===== config.mk =====
export PLATFORM = sky130hd
export DESIGN_NAME = sscm_core
export DESIGN_NICKNAME = d
export VERILOG_FILES = /design/src/sscm_pkg.sv /design/src/sscm_sync.sv /design/src/sscm_core.sv
export SDC_FILE = /design/constraint.sdc
export NUM_CORES = 1
export LEC_CHECK = 0
export BUFFER_PORTS_ARGS = -buffer_cell sky130_fd_sc_hd__buf_4
export CORE_MARGIN = 2
export CORE_UTILIZATION = 35
export DETAILED_ROUTE_END_ITERATION = 6
export GPL_TIMING_DRIVEN = 0
export SLEW_MARGIN = 20
export SYNTH_ARGS = -nofsm -noshare
export SYNTH_HDL_FRONTEND = slang
export SYNTH_HIERARCHICAL = 1
export SYNTH_SLANG_ARGS = --single-unit

===== constraint.sdc =====
create_clock -name clk_sys -period 2.1 [get_ports clk_sys]
set_clock_uncertainty 0.2 [all_clocks]
set_input_delay 0.315 -clock clk_sys [delete_from_list [all_inputs] [get_ports clk_sys]]
set_output_delay 0.315 -clock clk_sys [all_outputs]
set_load 0.02 [all_outputs]

===== src/sscm_pkg.sv =====
/*
  Constants, field layouts and request carrier for the socket status-change mask block.
  Assumes a host-side register port with one-cycle read and write strobes.
*/
package sscm_pkg;

    // ------------------------------------------------------------
    // Register offsets
    // ------------------------------------------------------------
    localparam logic [7:0]  OFS_EVENT       = 8'h00;
    localparam logic [7:0]  OFS_MASK        = 8'h04;
    localparam logic [7:0]  OFS_LIVE        = 8'h08;
    localparam logic [7:0]  OFS_FORCE       = 8'h0c;

    // ------------------------------------------------------------
    // Field positions
    // ------------------------------------------------------------
    localparam int          BIT_CARD_STS    = 0;
    localparam int          BIT_DET_ONE     = 1;
    localparam int          BIT_DET_TWO     = 2;
    localparam int          BIT_POWER       = 3;
    localparam int          BIT_16BIT       = 4;
    localparam int          BIT_CARDBUS     = 5;
    localparam int          BIT_VCARD_LO    = 10;
    localparam int          BIT_VCARD_HI    = 13;
    localparam int          BIT_VSOCK_LO    = 28;
    localparam int          BIT_VSOCK_HI    = 31;
    localparam int          NUM_EVENTS      = 4;
    localparam int          NUM_VCARD       = 4;
    localparam int          NUM_PINS        = 3;

    // ------------------------------------------------------------
    // Reset values
    // ------------------------------------------------------------
    localparam logic [3:0]  MASK_RESET      = 4'h0;
    localparam logic [3:0]  EVENT_RESET     = 4'h0;
    localparam logic [3:0]  VSOCK_RESET     = 4'h3;
    localparam logic [3:0]  VCARD_RESET     = 4'h0;
    localparam logic [1:0]  DET_ENABLE      = 2'h3;
    localparam logic [31:0] RDATA_RESET     = 32'h0000_0000;

    // ------------------------------------------------------------
    // Request carrier
    // ------------------------------------------------------------
    typedef struct packed {
        logic        wr;
        logic        rd;
        logic [7:0]  addr;
        logic [31:0] wdata;
    } sscm_req_t;

endpackage : sscm_pkg


===== src/sscm_sync.sv =====
/*
  Two-flop synchroniser for the card socket pins.
  Assumes pins are asynchronous to clk_sys; output is safe to read.
*/
`timescale 1ns/100ps
module sscm_sync #(
    parameter int W = 3
) (
    input  wire logic         clk_sys,
    input  wire logic         rst,
    input  wire logic         ce,
    input  wire logic [W-1:0] async_in,
    output logic      [W-1:0] sync_out
);

    logic [W-1:0] meta_ff;
    logic [W-1:0] sync_ff;

    // ------------------------------------------------------------
    // Synchroniser stages
    // ------------------------------------------------------------
    genvar g;
    generate
        for (g = 0; g < W; g++) begin : g_bit
            always_ff @(posedge clk_sys or posedge rst) begin
                if (rst) begin
                    meta_ff[g] <= 1'b0;
                    sync_ff[g] <= 1'b0;
                end else if (ce) begin
                    meta_ff[g] <= async_in[g];
                    sync_ff[g] <= meta_ff[g];
                end
            end
        end
    endgenerate

    assign sync_out = sync_ff;

endmodule : sscm_sync


===== src/sscm_core.sv =====
/*
  Socket event flags, interrupt mask, present-state view and interrupt request.
  Assumes host register strobes on clk_sys, card pins asynchronous, and
  power, interrogation and card-type inputs from logic on clk_sys.
*/
// How it works
// [RULE1] Event flags record changes whatever the mask bits say.
// [RULE2] Mask bits 31 to 4 read zero and ignore writes.
// [RULE3] Power-change mask bit 3 gates power events onto the interrupt; resets 0.
// [RULE4] Detect mask field 2-1 enables insertion interrupts only at 11; resets 00.
// [RULE5] Card-status mask bit 0 gates card-status events; resets 0.
// [RULE6] Interrupt raised only for event types the mask enables.
// [RULE7] Present state shows live socket status and forced values.
// [RULE8] Card-type fields load only on card insertion; card-voltage loads on insertion and ORs in force-register writes.
// [RULE9] Detect pins ignored by present state during card interrogation.
// [RULE10] Power and detect flags set on state change; cleared by writing 1.
// [RULE11] Card-status flag on rising edge for CardBus, both edges for 16-bit.
// [RULE12] Software clears pending flags before unmasking interrupts.
// [RULE13] Interrupt is OR of flag AND enable, held until flags cleared.
// [RULE14] Writes to the present-state register change nothing.
`timescale 1ns/100ps
module sscm_core (
    input  wire logic                 clk_sys,
    input  wire logic                 rst,
    input  wire logic                 ce,
    input  wire sscm_pkg::sscm_req_t  req,
    output logic [31:0]               rdata,
    input  wire logic                 card_detect_pin_one,
    input  wire logic                 card_detect_pin_two,
    input  wire logic                 card_status_pin,
    input  wire logic                 socket_powered,
    input  wire logic                 interrogating,
    input  wire logic                 card_inserted,
    input  wire logic                 card_is_cardbus,
    input  wire logic                 card_is_16bit,
    input  wire logic [3:0]           card_voltage,
    output logic                      status_change_interrupt
);

    // ------------------------------------------------------------
    // Internal state and decode
    // ------------------------------------------------------------
    logic [2:0]  pins_sync;
    logic [3:0]  mask_ff;
    logic [3:0]  flag_ff;
    logic [3:0]  nxt_flag;
    logic [3:0]  level_ff;
    logic [3:0]  change;
    logic [3:0]  enable;
    logic [3:0]  vcard_ff;
    logic        cardbus_ff;
    logic        bit16_ff;
    logic        det_one_state;
    logic        det_two_state;
    logic        card_status_level;
    logic [31:0] live_state;
    logic [31:0] rdata_ff;
    logic        force_wr;

    // ------------------------------------------------------------
    // Register decode
    // ------------------------------------------------------------
    function automatic logic hit(input sscm_pkg::sscm_req_t r, input logic [7:0] ofs);
        hit = (r.addr == ofs);
    endfunction : hit

    function automatic logic det_on(input logic [3:0] m);
        det_on = m[sscm_pkg::BIT_DET_TWO:sscm_pkg::BIT_DET_ONE] == sscm_pkg::DET_ENABLE;
    endfunction : det_on

    // ------------------------------------------------------------
    // Pin synchronisation
    // ------------------------------------------------------------
    sscm_sync #(
        .W        (sscm_pkg::NUM_PINS)
    ) u_sync (
        .clk_sys  (clk_sys),
        .rst      (rst),
        .ce       (ce),
        .async_in ({card_status_pin, card_detect_pin_two, card_detect_pin_one}),
        .sync_out (pins_sync)
    );

    assign card_status_level = pins_sync[2];
    assign force_wr          = req.wr && hit(req, sscm_pkg::OFS_FORCE);

    // ------------------------------------------------------------
    // Present-state levels
    // ------------------------------------------------------------
    always_ff @(posedge clk_sys or posedge rst) begin
        if (rst) begin
            level_ff <= 4'h0;
        end else if (ce) begin
            level_ff[sscm_pkg::BIT_CARD_STS] <= card_status_level;
            level_ff[sscm_pkg::BIT_POWER]    <= socket_powered;
            if (!interrogating) begin // [RULE9]
                level_ff[sscm_pkg::BIT_DET_ONE] <= pins_sync[0];
                level_ff[sscm_pkg::BIT_DET_TWO] <= pins_sync[1];
            end
        end
    end

    assign det_one_state = level_ff[sscm_pkg::BIT_DET_ONE];
    assign det_two_state = level_ff[sscm_pkg::BIT_DET_TWO];

    // ------------------------------------------------------------
    // Card type and voltage capture
    // ------------------------------------------------------------
    always_ff @(posedge clk_sys or posedge rst) begin
        if (rst) begin
            vcard_ff   <= sscm_pkg::VCARD_RESET;
            cardbus_ff <= 1'b0;
            bit16_ff   <= 1'b0;
        end else if (ce) begin
            if (card_inserted) begin // [RULE8]
                vcard_ff   <= card_voltage;
                cardbus_ff <= card_is_cardbus;
                bit16_ff   <= card_is_16bit;
            end else if (force_wr) begin // [RULE7]
                vcard_ff   <= vcard_ff |
                    req.wdata[sscm_pkg::BIT_VCARD_HI:sscm_pkg::BIT_VCARD_LO];
            end
        end
    end

    // ------------------------------------------------------------
    // Change detection
    // ------------------------------------------------------------
    always_comb begin
        change = 4'h0;
        change[sscm_pkg::BIT_POWER]   = socket_powered != level_ff[sscm_pkg::BIT_POWER];
        change[sscm_pkg::BIT_DET_TWO] = !interrogating &&
                                        (pins_sync[1] != det_two_state);
        change[sscm_pkg::BIT_DET_ONE] = !interrogating &&
                                        (pins_sync[0] != det_one_state);
        if (cardbus_ff) begin // [RULE11]
            change[sscm_pkg::BIT_CARD_STS] = card_status_level &&
                                             !level_ff[sscm_pkg::BIT_CARD_STS];
        end else if (bit16_ff) begin // [RULE11]
            change[sscm_pkg::BIT_CARD_STS] = card_status_level !=
                                             level_ff[sscm_pkg::BIT_CARD_STS];
        end
    end

    // ------------------------------------------------------------
    // Event flags
    // ------------------------------------------------------------
    always_comb begin
        nxt_flag = flag_ff;
        if (req.wr && hit(req, sscm_pkg::OFS_EVENT)) begin
            nxt_flag = nxt_flag & ~req.wdata[sscm_pkg::NUM_EVENTS-1:0]; // [RULE10]
        end
        nxt_flag = nxt_flag | change; // [RULE1] [RULE10]
        if (force_wr) begin
            nxt_flag = nxt_flag | req.wdata[sscm_pkg::NUM_EVENTS-1:0];
        end
    end

    always_ff @(posedge clk_sys or posedge rst) begin
        if (rst) begin
            flag_ff <= sscm_pkg::EVENT_RESET;
        end else if (ce) begin
            flag_ff <= nxt_flag;
        end
    end

    // ------------------------------------------------------------
    // Mask register
    // ------------------------------------------------------------
    always_ff @(posedge clk_sys or posedge rst) begin
        if (rst) begin
            mask_ff <= sscm_pkg::MASK_RESET; // [RULE3] [RULE4] [RULE5]
        end else if (ce && req.wr && hit(req, sscm_pkg::OFS_MASK)) begin
            mask_ff <= req.wdata[sscm_pkg::NUM_EVENTS-1:0]; // [RULE2]
        end
    end

    // ------------------------------------------------------------
    // Interrupt request
    // ------------------------------------------------------------
    always_comb begin
        enable = 4'h0;
        enable[sscm_pkg::BIT_POWER]    = mask_ff[sscm_pkg::BIT_POWER]; // [RULE3]
        enable[sscm_pkg::BIT_DET_ONE]  = det_on(mask_ff); // [RULE4]
        enable[sscm_pkg::BIT_DET_TWO]  = det_on(mask_ff); // [RULE4]
        enable[sscm_pkg::BIT_CARD_STS] = mask_ff[sscm_pkg::BIT_CARD_STS]; // [RULE5]
    end

    assign status_change_interrupt = |(flag_ff & enable); // [RULE6] [RULE13]

    // ------------------------------------------------------------
    // Read path
    // ------------------------------------------------------------
    always_comb begin
        live_state = 32'h0000_0000;
        live_state[3:0] = level_ff; // [RULE7]
        live_state[sscm_pkg::BIT_16BIT]   = bit16_ff;
        live_state[sscm_pkg::BIT_CARDBUS] = cardbus_ff;
        live_state[sscm_pkg::BIT_VCARD_HI:sscm_pkg::BIT_VCARD_LO] = vcard_ff;
        live_state[sscm_pkg::BIT_VSOCK_HI:sscm_pkg::BIT_VSOCK_LO] = sscm_pkg::VSOCK_RESET;
    end

    always_ff @(posedge clk_sys or posedge rst) begin
        if (rst) begin
            rdata_ff <= sscm_pkg::RDATA_RESET;
        end else if (ce && req.rd) begin
            if (hit(req, sscm_pkg::OFS_EVENT)) begin
                rdata_ff <= {28'h0000000, flag_ff};
            end else if (hit(req, sscm_pkg::OFS_MASK)) begin
                rdata_ff <= {28'h0000000, mask_ff}; // [RULE2]
            end else if (hit(req, sscm_pkg::OFS_LIVE)) begin
                rdata_ff <= live_state; // [RULE14]
            end else begin
                rdata_ff <= sscm_pkg::RDATA_RESET;
            end
        end
    end

    assign rdata = rdata_ff;

endmodule : sscm_core


# [Word-level counts from Yosys, hierarchy flattened]
# Cells that the tools add are included.
[op_classes] magnitude_cmp=0 n_eq_ne=8 addsub=0 bitwise=7 n_mux=9 div_mod_pow=0 n_reduce_logical=16 shifts=0 mul=0
[op_table] operator="30-bit 2-to-1 mux" n=3
[op_table] operator="8-bit by 4-bit equality test with 1-bit output, second input constant" n=2
[op_table] operator="4-bit 2-to-1 mux" n=4
[op_table] operator="4-bit OR" n=3
[op_table] operator="4-bit AND" n=2
[op_table] operator="8-bit by 3-bit equality test with 1-bit output, second input constant" n=1
[op_table] operator="1-bit logical AND" n=8
[op_table] operator="8-bit zero test" n=1
[op_table] operator="2-bit AND reduction" n=3
[op_table] operator="1-bit != test" n=4
[op_table] operator="4-bit NOT" n=1
[op_table] operator="4-bit OR reduction" n=1
[op_table] operator="2-bit equality test, second input constant" n=1
[op_table] operator="1-bit zero test" n=2
[op_table] operator="1-bit 2-to-1 mux" n=2
[op_table] operator="2-bit nonzero test" n=1
[op_table] operator="1-bit NOT" n=1
[totals] mem_count=0 rom_bits=0 regBits=56 inputBits=57 latchBits=0 ramBits=0 output_inout_bits=33 word_cells=54

# [Longest topological paths before layout]
[depth] ltp_word=6 depth_mapped=5 ltp_nobuf=5

# [By module]
# Netlist, hierarchy kept.
[by_module_without_submodules] mod="sscm_core" instances=1 area_per_inst_um2=1652.8 cells_each=156 seq_area_each_um2=725.7
[by_module_without_submodules] mod="sscm_sync" instances=1 area_per_inst_um2=255.2 cells_each=14 seq_area_each_um2=150.1

# [Least setup slack after synthesis]
# Ideal clock, no wire load.
[synth_path] path_kind="input port to flip-flop" start="in req[33] (netlist name)" end="reg rdata_ff[10] (netlist: rdata[10])" arrival_time_ps=1419 setup_slack_ps=414 path_stages=3 setup_time_ps=67 cell_sequence="or4_4 -> nor4_4 -> a22o_1"
[synth_between] elab_chain_cells=4 word_cells_on_any_way=6 cone_classes="eq/ne: 2; mux: 3; reduce/logical: 1"
[synth_rtl] element="start: declaration" line="sscm_core.sv:26" rtl="input wire sscm_pkg::sscm_req_t req,"
[synth_rtl] element="8-bit by 4-bit equality test with 1-bit output" line="sscm_core.sv:64" rtl="hit = (r.addr == ofs);"
[synth_rtl] element="30-bit 2-to-1 mux" line="sscm_core.sv:211" rtl="end else if (hit(req, sscm_pkg::OFS_LIVE)) begin"
[synth_rtl] element="30-bit 2-to-1 mux" line="sscm_core.sv:209" rtl="end else if (hit(req, sscm_pkg::OFS_MASK)) begin"
[synth_rtl] element="30-bit 2-to-1 mux *" line="sscm_core.sv:207" rtl="if (hit(req, sscm_pkg::OFS_EVENT)) begin"
[synth_rtl] element="end signal: assignment" line="sscm_core.sv:208" rtl="rdata_ff <= {28'h0000000, flag_ff};"
[synth_rtl] element="end signal: assignment" line="sscm_core.sv:210" rtl="rdata_ff <= {28'h0000000, mask_ff};"
[synth_rtl] element="end signal: assignment" line="sscm_core.sv:212" rtl="rdata_ff <= live_state;"
[synth_rtl] element="end: declaration" line="sscm_core.sv:57" rtl="logic [31:0] rdata_ff;"
# Mark *: on every way between the ends. The rest lies on a longest branch, timed or not.
# A chain may end at the register's enable or synchronous reset.

# [Worst setup path after layout]
[layout_path] start="reg flag_ff[3]" end="out status_change_interrupt"
[layout_between] elab_chain_cells=2
[layout_rtl] element="start: declaration" line="sscm_core.sv:45" rtl="logic [3:0] flag_ff;"
[layout_rtl] element="start signal: assignment" line="sscm_core.sv:161" rtl="flag_ff <= sscm_pkg::EVENT_RESET;"
[layout_rtl] element="start signal: assignment" line="sscm_core.sv:163" rtl="flag_ff <= nxt_flag;"
[layout_rtl] element="4-bit AND" line="sscm_core.sv:189" rtl="assign status_change_interrupt = |(flag_ff & enable);"
[layout_rtl] element="4-bit OR reduction" line="sscm_core.sv:189"
[layout_rtl] element="end: declaration" line="sscm_core.sv:37" rtl="output logic status_change_interrupt"
# Every way passes these cells.

==> flow_summary.html <==
<table>
<tr><th>Metric</th><th>Value</th></tr>
<tr><th colspan="2">Global routing</th></tr>
<tr><td>First-pass GRT wire length</td><td>6580 um</td></tr>
<tr><td>Pin count of the biggest net entering global routing</td><td>30</td></tr>
<tr><td>Aggregate global-route resource usage</td><td>approximately 14%</td></tr>
<tr><td>Initial antenna violation count</td><td>0</td></tr>
<tr><td>Leftover overflow at the end of global routing</td><td>0</td></tr>
<tr><td>Vias in the first global route</td><td>1359</td></tr>
<tr><th colspan="2">Power</th></tr>
<tr><td>Leakage component of the power</td><td>1.26 nW</td></tr>
<tr><td>Peak supply drop</td><td>just under 0.4 mV</td></tr>
<tr><td>Post-layout power</td><td>between 0.0015 and 0.002 W</td></tr>
<tr><td>PwrDens</td><td>628 mW/mm^2</td></tr>
<tr><th colspan="2">Floorplanning</th></tr>
<tr><td>Die outline height</td><td>77.8 um</td></tr>
<tr><td>Core outline area</td><td>roughly 0.0052 mm^2</td></tr>
<tr><td>Area of the die</td><td>0.00606 mm^2</td></tr>
<tr><td>Row cnt</td><td>26</td></tr>
<tr><td>IO Pins</td><td>90</td></tr>
<tr><td>Chip width</td><td>77.8 um</td></tr>
<tr><td>Effective utilization at floorplan</td><td>36.9%</td></tr>
<tr><th colspan="2">Clock tree</th></tr>
<tr><td>Resized Gates After CTS</td><td>0</td></tr>
<tr><td>CTS Buf Count</td><td>5</td></tr>
<tr><td>Clock transition at the registers of the reported paths</td><td>~0.070 ns</td></tr>
<tr><td>Number of sinks handled by clock tree synthesis</td><td>35</td></tr>
<tr><td>Post-CTS Setup Bufs</td><td>0</td></tr>
<tr><td>Insertion delay of the later-clocked pin in the worst-skew pair</td><td>0.29 ns</td></tr>
<tr><td>CTS max path bufs</td><td>2</td></tr>
<tr><td>CTS tree</td><td>built</td></tr>
<tr><td>Number of H-tree levels</td><td>2</td></tr>
<tr><td>CTS Root Buffer Type</td><td>sky130_fd_sc_hd__clkbuf_8</td></tr>
<tr><th colspan="2">Critical path</th></tr>
<tr><td>Type of origin of the critical path</td><td>flip-flop</td></tr>
<tr><td>R2R Setup Slk</td><td>0.44 ns</td></tr>
<tr><td>Reg2reg start</td><td>u_sync/sync_out[2]</td></tr>
<tr><td>Endpoint of the worst-slack reg-to-reg timing path</td><td>flag_ff[0]</td></tr>
<tr><td>Setup CP Type</td><td>reg2out</td></tr>
<tr><td>Worst Path Max Fanout</td><td>3</td></tr>
<tr><td>Endpoint class of the critical path</td><td>output pin</td></tr>
<tr><td>Number of cells on the worst reg-to-reg path</td><td>4</td></tr>
<tr><td>Req. time, crit path</td><td>1.58 ns</td></tr>
<tr><td>Critical path arrival</td><td>1.15 ns</td></tr>
<tr><th colspan="2">Drt</th></tr>
<tr><td>Avg WL per Cell</td><td>12.7 um</td></tr>
<tr><td>Ratio of routed vias to standard cells</td><td>4.60</td></tr>
<tr><td>Remaining antenna violation count</td><td>0</td></tr>
<tr><td>Detailed Route WL</td><td>3990 um</td></tr>
<tr><td>Initial drt markers</td><td>63</td></tr>
<tr><td>Count of TritonRoute iterations in the first routing pass</td><td>4</td></tr>
<tr><td>Vias after detailed routing</td><td>approximately 1400</td></tr>
<tr><td>Post-detailed-route DRC marker count</td><td>0</td></tr>
<tr><th colspan="2">Finish</th></tr>
<tr><td>Total area of multi-input combinational cells</td><td>885 um^2</td></tr>
<tr><td>Share of layout cells above drive strength 1</td><td>39.1%</td></tr>
<tr><td>Sequential cell area in the final layout</td><td>876 um^2</td></tr>
<tr><td>Total non-filler cell area in the finished layout</td><td>0.00251 mm^2</td></tr>
<tr><td>Area added between synthesis and finish</td><td>31.8%</td></tr>
<tr><td>Diodes inserted</td><td>0</td></tr>
<tr><td>Net count, final</td><td>300</td></tr>
<tr><td>Total of fill cells in the finished design</td><td>503</td></tr>
<tr><td>Post-layout instance count excluding filler cells</td><td>approximately 310</td></tr>
<tr><th colspan="2">Synth</th></tr>
<tr><td>Syn_area_per_cell</td><td>11.2 um^2</td></tr>
<tr><td>Number of instances in the synthesized netlist</td><td>170</td></tr>
<tr><td>Fraction of the yosys area taken by sequential cells</td><td>45.9%</td></tr>
<tr><td>Multiplexer share of the synthesized area</td><td>11.0%</td></tr>
<tr><td>Xor/xnor share of the synthesized area</td><td>under 10%</td></tr>
<tr><td>Simple-gate portion of the synthesized area</td><td>14.4%</td></tr>
<tr><td>Combinational family with the most area after synthesis</td><td>compound AO/OA/AOI/OAI gates</td></tr>
<tr><td>Post-synthesis sequential element count</td><td>35</td></tr>
<tr><td>Number of enable flip-flop cells after synthesis</td><td>0</td></tr>
<tr><td>Primary flip-flop cell chosen by synthesis mapping</td><td>sky130_fd_sc_hd__dfrtp_1</td></tr>
<tr><td>Number of synthesis warnings</td><td>6</td></tr>
<tr><td>Post-synthesis cell type count</td><td>between 40 and 50</td></tr>
<tr><td>Summed instance area of the synthesized netlist</td><td>0.00191 mm^2</td></tr>
<tr><td>Share of synthesized registers carrying an async set or reset</td><td>between 90% and 100%</td></tr>
<tr><td>Cell types with the largest area share after synthesis</td><td>sky130_fd_sc_hd__dfrtp_1 (46%), sky130_fd_sc_hd__buf_4 (8.3%), sky130_fd_sc_hd__mux2_4 (4.7%)</td></tr>
<tr><td>Synth Area in Compound Gates</td><td>15.1%</td></tr>
<tr><td>Yosys top cell area share</td><td>between 40 and 50%</td></tr>
<tr><td>Largest area contributor in the synthesized netlist</td><td>sky130_fd_sc_hd__dfrtp_1</td></tr>
<tr><td>Adder-cell share of the synthesized area</td><td>0.656%</td></tr>
<tr><th colspan="2">Outcome</th></tr>
<tr><td>Outcome</td><td>completed</td></tr>
<tr><th colspan="2">Placed design</th></tr>
<tr><td>Post-placement worst setup slack</td><td>0.137 ns</td></tr>
<tr><td>Last weighted congestion value of the routability-driven placer</td><td>0.788</td></tr>
<tr><td>Sum of net half-perimeters after detailed placement</td><td>3110 um</td></tr>
<tr><td>Placed cell areas</td><td>0.00240 mm^2</td></tr>
<tr><td>Count of input and output buffers</td><td>45</td></tr>
<tr><td>Dpl cells</td><td>slightly above 300</td></tr>
<tr><th colspan="2">Timing</th></tr>
<tr><td>Final setup slack of the worst path</td><td>around 0.43 ns</td></tr>
<tr><td>Number of hold violations in the final report</td><td>0</td></tr>
<tr><td>Maximum clock frequency</td><td>between 600 and 700 MHz</td></tr>
<tr><td>Tmin final</td><td>1.67 ns</td></tr>
<tr><td>Unrepaired setup endpoints after global routing</td><td>false</td></tr>
<tr><td>Slew HR</td><td>59.5%</td></tr>
<tr><td>Pins over their slew limit</td><td>0</td></tr>
<tr><td>Post-route clock period utilization</td><td>79.4%</td></tr>
<tr><td>Actual slew at the worst max-slew pin</td><td>0.607 ns</td></tr>
<tr><td>Setup TNS</td><td>0 ns</td></tr>
<tr><td>Final setup viols</td><td>0</td></tr>
<tr><th colspan="2">Worst hold path</th></tr>
<tr><td>WHS Endpoint</td><td>flag_ff[2]</td></tr>
<tr><td>Min-Delay Path Depth</td><td>2</td></tr>
<tr><td>HP Class</td><td>in2reg</td></tr>
<tr><td>Hold_sp</td><td>req[2]</td></tr>
<tr><th colspan="2">Flow run</th></tr>
<tr><td>Max-capacitance violation count</td><td>0</td></tr>
</table>
-- worst max-delay path by stage --
stage	endpoint	cells past startpoint	from	slack (ns)
2_1_floorplan	rdata[10]	3	req[33]	0.41
3_3_place_gp	flag_ff[1]	5	ce	0.11
3_5_place_dp	flag_ff[1]	5	ce	0.14
4_1_cts	flag_ff[0]	4	u_sync/sync_out[2]	0.43
5_1_grt	flag_ff[1]	5	ce	0.23
6_report	status_change_interrupt	3	flag_ff[3]	0.43
-- layer usage --
layer  GRT usage [%]  wire length [um]  up-vias  part of all wire [%]
met5               0                 0        -                     0
met3            4.53               317        6                   8.0
met2            22.0              1810       52                    45
met1            17.9              1800      661                    45
li1                -                 -      722                     -
met4            5.36                65        0                   1.6
-- repair_timing --
action | in CTS | in global routing
hold endpoints to repair | 35 | 0
endpoints found under the setup margin | 0 | 0
hold buffers | 1 | 0
-- area by class of cell --
type / count / area share (%)
multi-input combinational: 119 / 35.2
inverter: 7 / 1.04
buffer: 28 / 7.66
tap: 70 / 3.48
sequential: 35 / 34.8
clock buffer: 8 / 3.98
timing repair buffer: 46 / 13.8
-- cell usage after synthesis, types with 2 or more instances --
library cell and instances:
sky130_fd_sc_hd__nor2_1 3, sky130_fd_sc_hd__nor4_4 2, sky130_fd_sc_hd__o2bb2ai_1 4, sky130_fd_sc_hd__a21boi_0 4, sky130_fd_sc_hd__mux2_4 6, sky130_fd_sc_hd__nor2b_1 2, sky130_fd_sc_hd__buf_4 21, sky130_fd_sc_hd__a31oi_1 5
sky130_fd_sc_hd__o21ai_0 5, sky130_fd_sc_hd__and4_1 2, sky130_fd_sc_hd__a41oi_1 2, sky130_fd_sc_hd__nand3_1 3, sky130_fd_sc_hd__nand2_1 11, sky130_fd_sc_hd__dfrtp_1 35, sky130_fd_sc_hd__clkbuf_1 5, sky130_fd_sc_hd__mux2_2 7
sky130_fd_sc_hd__mux2i_1 4, sky130_fd_sc_hd__nor4bb_1 3, sky130_fd_sc_hd__inv_1 7, sky130_fd_sc_hd__a211o_1 2, sky130_fd_sc_hd__xnor2_1 3, sky130_fd_sc_hd__nand2b_1 6, sky130_fd_sc_hd__a22o_1 10
-- kinds of logic (layout without fill, tap and decap cells) --
family	count (synthesis)	in the layout
AOI/OAI and AO/OA	38	38
xor gates and xnor gates	3	3
adders and majority gates	1	1
buffers and inverters	35	89
DFF	35	35
muxes	17	17
other	1	20
and+or+nand+nor	40	40
-- stage by stage --
stage	util (%)	hold WS (ns)
floorplan	-	-0.0940
global placement	46.5	0.0552
detailed placement	46.5	0.0596
CTS	48.6	0.0474
global route	48.6	0.0482
finish	48.6	0.0458
-- flip-flops by register name, indices dropped and copies added, names as in the netlist --
name and cells:
mask_ff 4, cardbus_ff 1, bit16_ff 1, level_ff 4
vcard_ff 4, rdata 11, u_sync/meta_ff 3, u_sync/sync_out 3
flag_ff 4
-- cells in the final DEF (no fill, tap or decap), drive strengths merged, types with 2 or more instances in the layout --
cell	n
clkbuf	13
a22o	10
nor2	3
buf	68
conb	20
inv	7
nor4bb	3
xnor2	3
nor4	3
nand2b	6
o2bb2ai	4
a31oi	5
a21boi	4
nor2b	2
mux2	13
dfrtp	35
a41oi	2
nand2	11
and4	2
o21ai	5
mux2i	4
nand3	3
a211o	2
-- power by group --
group / switching [W] / internal [W] / leakage [nW]
combinational: 0.000136 / 0.000149 / 0.774
sequential: 0.0000383 / 0.000719 / 0.436
clock: 0.000239 / 0.000299 / 0.0515
total: 0.000413 / 0.00117 / 1.26
-- critical path, stage by stage (launching register included) --
cell and delay, ns:
sky130_fd_sc_hd__dfrtp_1 0.40, sky130_fd_sc_hd__a22oi_1 0.22, sky130_fd_sc_hd__nand2_1 0.08, sky130_fd_sc_hd__buf_4 0.16
(Power assumes the default switching activity.)
